--- src/hdl/crs_pkg.sv ---
// Constants, operation codes and register map of the register, stack and PC core.
// Operation
// - B is a 4-bit temporary, upper transfer half.
// - E is 8 bits; B high, A low.
// - E is not reset by hardware.
// - D is 3 bits; D:A gives in-page address.
// - Upper flag set: fetch top bits into D.
// - Upper flag clear: table fetch leaves D alone.
// - Upper flag set, cleared by instructions; resets zero.
// - Eight return registers; push on call, interrupt, table.
// - Ninth push silently overwrites the oldest entry.
// - 3-bit depth pointer, copyable into A.
// - One-stage context saved only on interrupt entry.
// - Pending skip is saved with the context.
// - PC advances by length or loads target.
// - Page above bit 6; offset wraps to next page.
// - Pointer has group, file, digit; digit picks port bit.
// - Group register is not reset.
// - ROM words 10 bits, 128-word pages, 32 pages.
// - Interrupt loads source vector in page one.
// - Page-two call instruction reaches page two from anywhere; the via-regs call takes the page of op_addr.
// - Table fetch returns low eight ROM bits.
// - RAM 256x4 with bit set, clear, test.
// - Take interrupt when request, enable, global all set.
// - Accumulator is a 4-bit register.
// - Taking an interrupt clears global enable.
package crs_pkg;
    localparam int PC_W = 12;
    localparam int PAGE_W = 5;
    localparam int OFS_W = 7;
    localparam int ROM_W = 10;
    localparam int ROM_PAGES = 32;
    localparam int STK_DEPTH = 8;
    localparam int SP_W = 3;
    localparam int DATA_W = 4;
    localparam int E_W = 8;
    localparam int D_W = 3;
    localparam int RAM_AW = 8;
    localparam int IRQ_N = 5;
    localparam int OP_W = 5;
    localparam int LEN_W = 2;
    localparam int REG_AW = 4;
    localparam int REG_DW = 16;
    localparam int PORTD_MAX = 16;
    localparam logic [PAGE_W-1:0] PAGE_IRQ = 5'h01;
    localparam logic [PAGE_W-1:0] PAGE_CALL = 5'h02;
    localparam logic [IRQ_N-1:0][OFS_W-1:0] IRQ_OFS = {7'h0E, 7'h0C, 7'h06, 7'h04, 7'h00};
    localparam logic [OP_W-1:0] OP_NOP = 5'h00;
    localparam logic [OP_W-1:0] OP_LDA = 5'h01;
    localparam logic [OP_W-1:0] OP_LDB = 5'h02;
    localparam logic [OP_W-1:0] OP_TEAB = 5'h03;
    localparam logic [OP_W-1:0] OP_TABE = 5'h04;
    localparam logic [OP_W-1:0] OP_TDA = 5'h05;
    localparam logic [OP_W-1:0] OP_JMP = 5'h06;
    localparam logic [OP_W-1:0] OP_CALL = 5'h07;
    localparam logic [OP_W-1:0] OP_PAGE2_CALL_INSTR = 5'h08;
    localparam logic [OP_W-1:0] OP_PAGE_JUMP_VIA_REGS = 5'h09;
    localparam logic [OP_W-1:0] OP_PAGE2_CALL_VIA_REGS = 5'h0A;
    localparam logic [OP_W-1:0] OP_ROM_TABLE_FETCH = 5'h0B;
    localparam logic [OP_W-1:0] OP_RET = 5'h0C;
    localparam logic [OP_W-1:0] OP_RETURN_FROM_IRQ = 5'h0D;
    localparam logic [OP_W-1:0] OP_UPPER_FETCH_ON = 5'h0E;
    localparam logic [OP_W-1:0] OP_UPPER_FETCH_OFF = 5'h0F;
    localparam logic [OP_W-1:0] OP_DEPTH_TO_ACC = 5'h10;
    localparam logic [OP_W-1:0] OP_EI = 5'h11;
    localparam logic [OP_W-1:0] OP_DI = 5'h12;
    localparam logic [OP_W-1:0] OP_LDDP = 5'h13;
    localparam logic [OP_W-1:0] OP_RAM_BIT_SET = 5'h14;
    localparam logic [OP_W-1:0] OP_RAM_BIT_CLEAR = 5'h15;
    localparam logic [OP_W-1:0] OP_RAM_BIT_TEST_SKIP = 5'h16;
    localparam logic [OP_W-1:0] OP_PORT_LINE_SET = 5'h17;
    localparam logic [OP_W-1:0] OP_PORT_LINE_CLEAR = 5'h18;
    localparam logic [OP_W-1:0] OP_PORT_LINE_TEST_SKIP = 5'h19;
    localparam logic [OP_W-1:0] OP_SC = 5'h1A;
    localparam logic [OP_W-1:0] OP_RC = 5'h1B;
    localparam logic [OP_W-1:0] OP_TAM = 5'h1C;
    localparam logic [OP_W-1:0] OP_TMA = 5'h1D;
    localparam logic [OP_W-1:0] OP_SKIP_COND = 5'h1E;
    localparam logic [REG_AW-1:0] REG_CTRL = 4'h0;
    localparam logic [REG_AW-1:0] REG_PC = 4'h1;
    localparam logic [REG_AW-1:0] REG_STAT = 4'h2;
    localparam logic [REG_AW-1:0] REG_AB = 4'h3;
    localparam logic [REG_AW-1:0] REG_E = 4'h4;
    localparam logic [REG_AW-1:0] REG_D = 4'h5;
    localparam logic [REG_AW-1:0] REG_DP = 4'h6;
    localparam logic [REG_AW-1:0] REG_PORTD = 4'h7;
    localparam int CTRL_IRQ_ENABLE_BIT = 0;
    localparam int CTRL_UPPER_FLAG_BIT = 1;
    localparam logic [PC_W-1:0] PC_RESET = 12'h000;
    typedef enum logic [3:0] {
        ST_EXEC = 4'h1,
        ST_TWAIT = 4'h2,
        ST_TDATA = 4'h4,
        ST_RAM = 4'h8
    } crs_state_e;
endpackage

--- src/hdl/crs_ram.sv ---
// Data memory of 4-bit words with a registered read port.
`timescale 1ns/100ps
`default_nettype none
module crs_ram
    import crs_pkg::*;
#(
    parameter int AW = RAM_AW,
    parameter int DW = DATA_W
)
(
    input wire logic clk,
    input wire logic [AW-1:0] addr,
    input wire logic we,
    input wire logic [DW-1:0] wdata,
    output logic [DW-1:0] rdata
);
    logic [DW-1:0] mem_q [2**AW];

    if (AW < 1 || DW < 1)
    begin : g_chk
        $error("crs_ram needs positive widths");
    end

    always_ff @(posedge clk)
    begin
        if (we)
            mem_q[addr] <= wdata;
    end

    always_ff @(posedge clk)
    begin
        rdata <= mem_q[addr];
    end
endmodule
`default_nettype wire

--- src/hdl/crs_core.sv ---
// Program sequencing core: working registers, return stack, PC, RAM pointer, context save.
`timescale 1ns/100ps
`default_nettype none
module crs_core
    import crs_pkg::*;
#(
    parameter int PORTD_W = 8
)
(
    input wire logic clk,
    input wire logic rst_b,
    input wire logic op_valid,
    output logic op_ready,
    input wire logic [OP_W-1:0] op_code,
    input wire logic [LEN_W-1:0] op_len,
    input wire logic [PC_W-1:0] op_addr,
    input wire logic [DATA_W-1:0] op_arg,
    output logic [PC_W-1:0] rom_addr,
    input wire logic [ROM_W-1:0] rom_word,
    input wire logic [IRQ_N-1:0] irq_req,
    input wire logic [IRQ_N-1:0] irq_en,
    output logic [IRQ_N-1:0] irq_ack,
    output logic [DATA_W-1:0] acc,
    output logic skip_flag,
    output logic [PORTD_W-1:0] port_d,
    input wire logic [REG_AW-1:0] reg_addr,
    input wire logic [REG_DW-1:0] reg_wdata,
    input wire logic reg_wr,
    input wire logic reg_rd,
    output logic [REG_DW-1:0] reg_rdata
);
    crs_state_e st_q;
    logic [PC_W-1:0] pc_q;
    logic [SP_W-1:0] sp_q;
    logic [PC_W-1:0] stk_q [STK_DEPTH];
    logic [DATA_W-1:0] a_q;
    logic [DATA_W-1:0] b_q;
    logic [E_W-1:0] e_q;
    logic [D_W-1:0] d_q;
    logic table_upper_bits_flag_q;
    logic skip_q;
    logic carry_bit_q;
    logic global_irq_enable_q;
    logic ei_arm_q;
    logic z_q;
    logic [3:0] x_q;
    logic [3:0] y_q;
    logic [PORTD_W-1:0] pd_q;
    logic [OP_W-1:0] ram_op_q;
    logic [1:0] ram_bit_q;
    logic ctx_z_q;
    logic [3:0] ctx_x_q;
    logic [3:0] ctx_y_q;
    logic ctx_carry_bit_q;
    logic ctx_skip_q;
    logic [DATA_W-1:0] ctx_a_q;
    logic [DATA_W-1:0] ctx_b_q;
    logic accept;
    logic irq_take;
    logic exec;
    logic skipping;
    logic push_en;
    logic pop_en;
    logic [IRQ_N-1:0] irq_hit;
    logic [PC_W-1:0] pc_inc;
    logic [PC_W-1:0] ind_target;
    logic [PC_W-1:0] pop_pc;
    logic [PC_W-1:0] vec_pc;
    logic [PORTD_MAX-1:0] pd_ext;
    logic [PORTD_MAX-1:0] y_mask;
    logic [DATA_W-1:0] ram_rdata;
    logic [DATA_W-1:0] ram_wdata;
    logic [DATA_W-1:0] bit_mask;
    logic ram_we;

    if (PORTD_W < 1 || PORTD_W > PORTD_MAX || STK_DEPTH != 2**SP_W || PC_W != PAGE_W + OFS_W
        || ROM_PAGES != 2**PAGE_W)
    begin : g_chk
        $error("crs_core parameters out of range");
    end

    // An interrupt replaces the offered instruction; the decoder refetches from the vector.
    assign irq_hit = irq_req & irq_en & {IRQ_N{global_irq_enable_q}};
    assign accept = op_valid && (st_q == ST_EXEC);
    assign irq_take = accept && (|irq_hit);
    assign exec = accept && !irq_take && !skip_q;
    assign skipping = accept && !irq_take && skip_q;
    assign op_ready = (st_q == ST_EXEC);
    assign irq_ack = irq_take ? (irq_hit & IRQ_N'(~irq_hit + 1'b1)) : '0;
    assign pc_inc = pc_q + PC_W'(op_len);
    assign ind_target = {op_addr[PC_W-1:OFS_W], d_q, a_q};
    assign pop_pc = stk_q[sp_q - 1'b1];
    assign push_en = irq_take || (exec && (op_code == OP_CALL || op_code == OP_PAGE2_CALL_INSTR
        || op_code == OP_PAGE2_CALL_VIA_REGS || op_code == OP_ROM_TABLE_FETCH));
    assign pop_en = (st_q == ST_TDATA)
        || (exec && (op_code == OP_RET || op_code == OP_RETURN_FROM_IRQ));
    assign pd_ext = PORTD_MAX'(pd_q);
    assign y_mask = PORTD_MAX'(1) << y_q;
    assign bit_mask = DATA_W'(1) << ram_bit_q;
    assign rom_addr = pc_q;
    assign acc = a_q;
    assign skip_flag = skip_q;
    assign port_d = pd_q;

    // Lowest source number wins when several are pending.
    always_comb
    begin
        vec_pc = {PAGE_IRQ, IRQ_OFS[0]};
        for (int i = IRQ_N - 1; i >= 0; i--)
        begin
            if (irq_hit[i])
                vec_pc = {PAGE_IRQ, IRQ_OFS[i]};
        end
    end

    always_ff @(posedge clk)
    begin
        if (!rst_b)
            st_q <= ST_EXEC;
        else
        begin
            unique case (st_q)
                ST_EXEC:
                    if (exec && op_code == OP_ROM_TABLE_FETCH)
                        st_q <= ST_TWAIT;
                    else if (exec && (op_code == OP_RAM_BIT_SET || op_code == OP_RAM_BIT_CLEAR
                        || op_code == OP_RAM_BIT_TEST_SKIP || op_code == OP_TAM))
                        st_q <= ST_RAM;
                ST_TWAIT:
                    st_q <= ST_TDATA;
                ST_TDATA:
                    st_q <= ST_EXEC;
                ST_RAM:
                    st_q <= ST_EXEC;
                default:
                    st_q <= ST_EXEC;
            endcase
        end
    end

    always_ff @(posedge clk)
    begin
        if (!rst_b)
            pc_q <= PC_RESET;
        else if (irq_take)
            pc_q <= vec_pc;
        else if (st_q == ST_TDATA)
            pc_q <= pop_pc;
        else if (skipping)
            pc_q <= pc_inc;
        else if (exec)
        begin
            case (op_code)
                OP_JMP, OP_CALL: pc_q <= op_addr;
                OP_PAGE2_CALL_INSTR: pc_q <= {PAGE_CALL, op_addr[OFS_W-1:0]};
                OP_PAGE_JUMP_VIA_REGS, OP_PAGE2_CALL_VIA_REGS: pc_q <= ind_target;
                OP_ROM_TABLE_FETCH: pc_q <= ind_target;
                OP_RET, OP_RETURN_FROM_IRQ: pc_q <= pop_pc;
                default: pc_q <= pc_inc;
            endcase
        end
    end

    // Depth wraps modulo eight, so a ninth push overwrites the oldest entry unflagged.
    always_ff @(posedge clk)
    begin
        if (!rst_b)
            sp_q <= '0;
        else if (push_en)
            sp_q <= sp_q + 1'b1;
        else if (pop_en)
            sp_q <= sp_q - 1'b1;
    end

    always_ff @(posedge clk)
    begin
        if (push_en)
            stk_q[sp_q] <= irq_take ? pc_q : pc_inc;
    end

    always_ff @(posedge clk)
    begin
        if (!rst_b)
        begin
            a_q <= '0;
            b_q <= '0;
        end
        else if (st_q == ST_TDATA)
            {b_q, a_q} <= rom_word[E_W-1:0];
        else if (st_q == ST_RAM && ram_op_q == OP_TAM)
            a_q <= ram_rdata;
        else if (exec)
        begin
            case (op_code)
                OP_LDA: a_q <= op_arg;
                OP_LDB: b_q <= op_arg;
                OP_TABE: {b_q, a_q} <= e_q;
                OP_DEPTH_TO_ACC: a_q <= DATA_W'(sp_q);
                OP_RETURN_FROM_IRQ:
                begin
                    a_q <= ctx_a_q;
                    b_q <= ctx_b_q;
                end
                default: a_q <= a_q;
            endcase
        end
    end

    // E and D are data holders left uninitialised by reset.
    always_ff @(posedge clk)
    begin
        if (exec && op_code == OP_TEAB)
            e_q <= {b_q, a_q};
    end

    always_ff @(posedge clk)
    begin
        if (st_q == ST_TDATA && table_upper_bits_flag_q)
            d_q <= {1'b0, rom_word[ROM_W-1:ROM_W-2]};
        else if (exec && op_code == OP_TDA)
            d_q <= op_arg[D_W-1:0];
    end

    always_ff @(posedge clk)
    begin
        if (!rst_b)
            table_upper_bits_flag_q <= 1'b0;
        else if (exec && op_code == OP_UPPER_FETCH_ON)
            table_upper_bits_flag_q <= 1'b1;
        else if (exec && op_code == OP_UPPER_FETCH_OFF)
            table_upper_bits_flag_q <= 1'b0;
        else if (reg_wr && reg_addr == REG_CTRL)
            table_upper_bits_flag_q <= reg_wdata[CTRL_UPPER_FLAG_BIT];
    end

    always_ff @(posedge clk)
    begin
        if (!rst_b)
            skip_q <= 1'b0;
        else if (irq_take || skipping)
            skip_q <= 1'b0;
        else if (st_q == ST_RAM && ram_op_q == OP_RAM_BIT_TEST_SKIP)
            skip_q <= ((ram_rdata & bit_mask) == '0);
        else if (exec && op_code == OP_PORT_LINE_TEST_SKIP)
            skip_q <= ((pd_ext & y_mask) == '0);
        else if (exec && op_code == OP_SKIP_COND)
            skip_q <= op_arg[0];
        else if (exec && op_code == OP_RETURN_FROM_IRQ)
            skip_q <= ctx_skip_q;
    end

    always_ff @(posedge clk)
    begin
        if (!rst_b)
            carry_bit_q <= 1'b0;
        else if (exec && op_code == OP_SC)
            carry_bit_q <= 1'b1;
        else if (exec && op_code == OP_RC)
            carry_bit_q <= 1'b0;
        else if (exec && op_code == OP_RETURN_FROM_IRQ)
            carry_bit_q <= ctx_carry_bit_q;
    end

    // Enable takes effect only after the instruction that follows it.
    always_ff @(posedge clk)
    begin
        if (!rst_b)
        begin
            global_irq_enable_q <= 1'b0;
            ei_arm_q <= 1'b0;
        end
        else if (irq_take)
        begin
            global_irq_enable_q <= 1'b0;
            ei_arm_q <= 1'b0;
        end
        else if (exec && op_code == OP_DI)
        begin
            global_irq_enable_q <= 1'b0;
            ei_arm_q <= 1'b0;
        end
        else if (exec && op_code == OP_EI)
            ei_arm_q <= 1'b1;
        else if (accept && ei_arm_q)
        begin
            global_irq_enable_q <= 1'b1;
            ei_arm_q <= 1'b0;
        end
        else if (reg_wr && reg_addr == REG_CTRL)
            global_irq_enable_q <= reg_wdata[CTRL_IRQ_ENABLE_BIT];
    end

    always_ff @(posedge clk)
    begin
        if (!rst_b)
        begin
            x_q <= '0;
            y_q <= '0;
        end
        else if (exec && op_code == OP_LDDP)
        begin
            x_q <= op_addr[7:4];
            y_q <= op_addr[3:0];
        end
        else if (exec && op_code == OP_RETURN_FROM_IRQ)
        begin
            x_q <= ctx_x_q;
            y_q <= ctx_y_q;
        end
    end

    always_ff @(posedge clk)
    begin
        if (exec && op_code == OP_LDDP)
            z_q <= op_addr[8];
        else if (exec && op_code == OP_RETURN_FROM_IRQ)
            z_q <= ctx_z_q;
    end

    always_ff @(posedge clk)
    begin
        if (irq_take)
        begin
            ctx_z_q <= z_q;
            ctx_x_q <= x_q;
            ctx_y_q <= y_q;
            ctx_carry_bit_q <= carry_bit_q;
            ctx_skip_q <= skip_q;
            ctx_a_q <= a_q;
            ctx_b_q <= b_q;
        end
    end

    always_ff @(posedge clk)
    begin
        if (!rst_b)
            pd_q <= '0;
        else if (exec && op_code == OP_PORT_LINE_SET)
            pd_q <= pd_q | PORTD_W'(y_mask);
        else if (exec && op_code == OP_PORT_LINE_CLEAR)
            pd_q <= pd_q & ~PORTD_W'(y_mask);
    end

    always_ff @(posedge clk)
    begin
        if (!rst_b)
        begin
            ram_op_q <= OP_NOP;
            ram_bit_q <= '0;
        end
        else if (exec)
        begin
            ram_op_q <= op_code;
            ram_bit_q <= op_arg[1:0];
        end
    end

    always_comb
    begin
        ram_we = 1'b0;
        ram_wdata = a_q;
        if (exec && op_code == OP_TMA)
            ram_we = 1'b1;
        else if (st_q == ST_RAM && ram_op_q == OP_RAM_BIT_SET)
        begin
            ram_we = 1'b1;
            ram_wdata = ram_rdata | bit_mask;
        end
        else if (st_q == ST_RAM && ram_op_q == OP_RAM_BIT_CLEAR)
        begin
            ram_we = 1'b1;
            ram_wdata = ram_rdata & ~bit_mask;
        end
    end

    crs_ram #(
        .AW(RAM_AW),
        .DW(DATA_W)
    ) u_ram (
        .clk(clk),
        .addr({x_q, y_q}),
        .we(ram_we),
        .wdata(ram_wdata),
        .rdata(ram_rdata)
    );

    always_ff @(posedge clk)
    begin
        if (!rst_b || !reg_rd)
            reg_rdata <= '0;
        else
        begin
            case (reg_addr)
                REG_CTRL: reg_rdata <= REG_DW'({table_upper_bits_flag_q, global_irq_enable_q});
                REG_PC: reg_rdata <= REG_DW'(pc_q);
                REG_STAT: reg_rdata <= REG_DW'({ei_arm_q, carry_bit_q, skip_q, sp_q});
                REG_AB: reg_rdata <= REG_DW'({b_q, a_q});
                REG_E: reg_rdata <= REG_DW'(e_q);
                REG_D: reg_rdata <= REG_DW'(d_q);
                REG_DP: reg_rdata <= REG_DW'({z_q, x_q, y_q});
                REG_PORTD: reg_rdata <= REG_DW'(pd_q);
                default: reg_rdata <= '0;
            endcase
        end
    end
endmodule
`default_nettype wire

--- config.mk ---
export PLATFORM = sky130hd
export DESIGN_NAME = crs_core
export DESIGN_NICKNAME = d
export VERILOG_FILES = /design/src/hdl/crs_pkg.sv /design/src/hdl/crs_ram.sv /design/src/hdl/crs_core.sv
export SDC_FILE = /design/constraint.sdc
export NUM_CORES = 1
export LEC_CHECK = 0
export ABC_AREA = 1
export ABC_CLOCK_PERIOD_IN_PS = 26900
export BUFFER_PORTS_ARGS = -buffer_cell sky130_fd_sc_hd__buf_2
export CAP_MARGIN = 20
export CORE_ASPECT_RATIO = 1.75
export CORE_MARGIN = 3
export CORE_UTILIZATION = 45
export DETAILED_ROUTE_END_ITERATION = 10
export PLACE_DENSITY = 0.62
export SYNTH_ARGS = -nofsm -noshare
export SYNTH_HDL_FRONTEND = slang
export SYNTH_HIERARCHICAL = 1
export SYNTH_SLANG_ARGS = --single-unit
--- constraint.sdc ---
create_clock -name clk -period 26.9 [get_ports clk]
set_clock_uncertainty 0.05 [all_clocks]
set_input_delay 4.035 -clock clk [delete_from_list [all_inputs] [get_ports clk]]
set_output_delay 4.035 -clock clk [all_outputs]
set_load 0.03 [all_outputs]
==> summary.txt <==
Yosys
  – Cell count after synthesis: 5,408
  – Sequential share of the synthesized area: 67.9%
  – Yosys reg bits: 1,222
  – Cell Area, Synth: 53,000 µm²
  – Netlist cell types: 50
  – Yosys Warn Count: 6
  – EDFF count, synth: 1,150
  – Ys flop type: edfxtp_1
  – Mean Syn Cell Area: 9.79 µm²
  – Post-synthesis async set-or-reset flop share: 0%

Global route
  – Grt total ovfl: 0
  – Met3 Usage GRT: 3.14%
  – Vias in the first global route: 36,700
  – Met1 Track Usage GR: 23.1%
  – Total GRT Usage: 23.7%
  – Largest net degree at the start of global routing: 186
  – First-pass GRT wire length: 215,000 µm
  – Antenna violations before repair: 2
  – Busiest layer in global routing: met2
  – Met2 Usage GRT: 45.1%

Clock tree
  – Clock root buffer: clkbuf_16
  – Resized Gates After CTS: 0
  – CTS tree: done
  – # clock sinks: 1,222
  – H-tree depth: 3
  – CTS buffer count: 107
  – Max clock buf depth: 3
  – Post-CTS setup buffer count: 0
  – Clock Latency Late Sink: 0.72 ns
  – Clock-pin slew on the worst setup and hold paths: 0.06 ns
  – Hold-fix buffers at CTS: 0

Cells and area
  – Synthesis-to-finish area growth: 9.94%
  – Final #Nets: 5,471
  – Most common cell after layout, fill and taps aside: nand2_1
  – Share of cells above drive strength 1: 6.56%
  – Most frequent cells in the layout: 2,764 x nand2_1, 1,150 x edfxtp_1, 397 x nor2_1

Floorplanning
  – Ports: 115
  – Starting Density: 45.6%
  – Core footprint: 116,000 µm²
  – Rows: 165
  – Die Y: 460 µm
  – Die W: 265 µm
  – Die ar.: 122,000 µm²

Setup path
  – Worst EP required: 22.82 ns
  – Reg2reg start: y_q[0]
  – CP endpoint kind: output port
  – CP Launch Type: input pin
  – Worst r2r path cells: 16
  – Crit path kind: in2out
  – Terminus of the critical flop-to-flop path: u_ram/rdata[0]
  – R2R Setup Slk: 21.27 ns
  – Worst-path fanout max: 33
  – Arr. time, crit path: 5.78 ns

Placement
  – Global placement routability congestion: 0.988
  – Post-detail-place hpwl: 93,400 µm
  – Port Buf Inserts: 96

Worst hold path
  – Worst hold path cell count: 0
  – Hold Crit Endpoint: ctx_z_q
  – Worst hold start: z_q
  – Min-delay worst type: reg2reg

Route
  – Iter 0 DRT Violations: 2,530
  – WL/cell: 20.9 µm
  – Vias per cell: 5.29
  – Drt first pass iters: 5
  – DRC Markers: 0
  – Total number of vias: 37,000
  – Number of nets with antenna violations after routing: 0
  – Total Wirelength: 146,000 µm

Timing
  – RSZ-0062 raised after global routing: false
  – Setup TNS: 0 ns
  – Rel. slew slack: 19.3%
  – # setup viols final: 0
  – Worst slew pin tran: 1.21 ns
  – Slew Limit Fails: 0
  – Crit share post-route: 36.7%
  – Final hold vios: 0
  – Max frequency: 101 MHz
  – Final Critical Period: 9.87 ns

Power and ir drop
  – Power, Total: 3.77 mW
  – Max VDD drop: 0.0000530 V
  – Power Density: 64.8 nW/µm²
  – Leak: 22.9 nW

Status
  – Status: finished clean

Run
  – Max_cap viols: 0
[cells in the mapped netlist, types with 7 or more instances]
library cell	n	area (µm²)
nand2_1	2764	10400
edfxtp_1	1150	34500
nor2_1	399	1500
nand3_1	283	1420
clkbuf_1	139	522
inv_1	121	454
buf_2	86	430
dfxtp_1	72	1440
o21ai_0	69	345
a21oi_1	63	315
o21ai_1	63	315
buf_1	36	135
nor3_1	22	110
nand4_1	16	100
o211ai_1	12	90.1
buf_4	11	82.6
inv_2	11	41.3
o21bai_1	8	60.1
a31oi_1	7	43.8
nand3_2	7	70.1
o22ai_1	7	43.8
[worst max path at each step]
stage / start / end / slack, ns
floorplan: st_q[3] / u_ram/mem_q[0][0] / 14.04
global placement: op_valid / irq_ack[2] / 17.08
detailed placement: op_valid / irq_ack[2] / 17.06
CTS: op_valid / irq_ack[2] / 17.05
global route: op_valid / irq_ack[2] / 16.90
finish: op_valid / irq_ack[2] / 17.03
[registers in the layout, indices dropped and copies added, names as in the netlist, 4 cells and up, named ones only]
register / count
ram_op_q: 5
rom_addr: 12
b_q: 4
reg_rdata: 12
u_ram/rdata: 4
x_q: 4
ctx_y_q: 4
acc: 4
u_ram/mem_q: 1024
ctx_x_q: 4
ctx_a_q: 4
y_q: 4
st_q: 4
e_q: 8
stk_q: 96
ctx_b_q: 4
[layer usage]
metal	up-vias	wire length (µm)
li1	17800	-
met1	17700	48600
met2	1148	78400
met3	426	6830
met4	0	12100
met5	-	0
[report_power, final]
group	total, mW	internal (mW)	switching [mW]
Clock	1.51	0.839	0.672
Combinational	0.168	0.0365	0.131
Sequential	2.09	2.08	0.00995
[worst max-delay path, cell delays in order]
cell	delay [ns]
buf_2	0.08
inv_1	0.05
nor2_4	0.26
inv_2	0.13
nor2_2	0.12
buf_4	0.41
inv_2	0.30
nor2_1	0.15
buf_2	0.21
[cells by family after synthesis]
group / synth area share [%]
compound gates: 2.55
other cells: 0.00708
simple gates: 26.0
mux: 0.0591
flops: 67.9
buf+inv: 3.19
fa+ha+maj: 0.132
xor+xnor: 0.0992
[through the flow]
stage | cell area [µm²] | cells | hold WS [ns] | utilization [%] | setup WS (ns)
floorplan | 53000 | 5411 | 0.377 | - | 14.04
global placement | 54700 | 6789 | 0.425 | 47.1 | 17.08
detailed placement | 54800 | 6791 | 0.429 | 47.1 | 17.06
CTS | 58200 | 6990 | 0.443 | 50.1 | 17.05
global route | 58200 | 6993 | 0.456 | 50.1 | 16.90
finish | 58200 | 6994 | 0.441 | 50.1 | 17.03
[area by class of cell]
cell class,count,area [µm²]
tap,1503,1880
fill,10500,58000
timing repair buffer,151,976
sequential,1222,36000
clock buffer,136,2860
clock inverter,63,572
multi-input combinational,3781,15400
antenna,3,7.51
inverter,135,526
No activity file was read; power rests on OpenSTA's default activity.
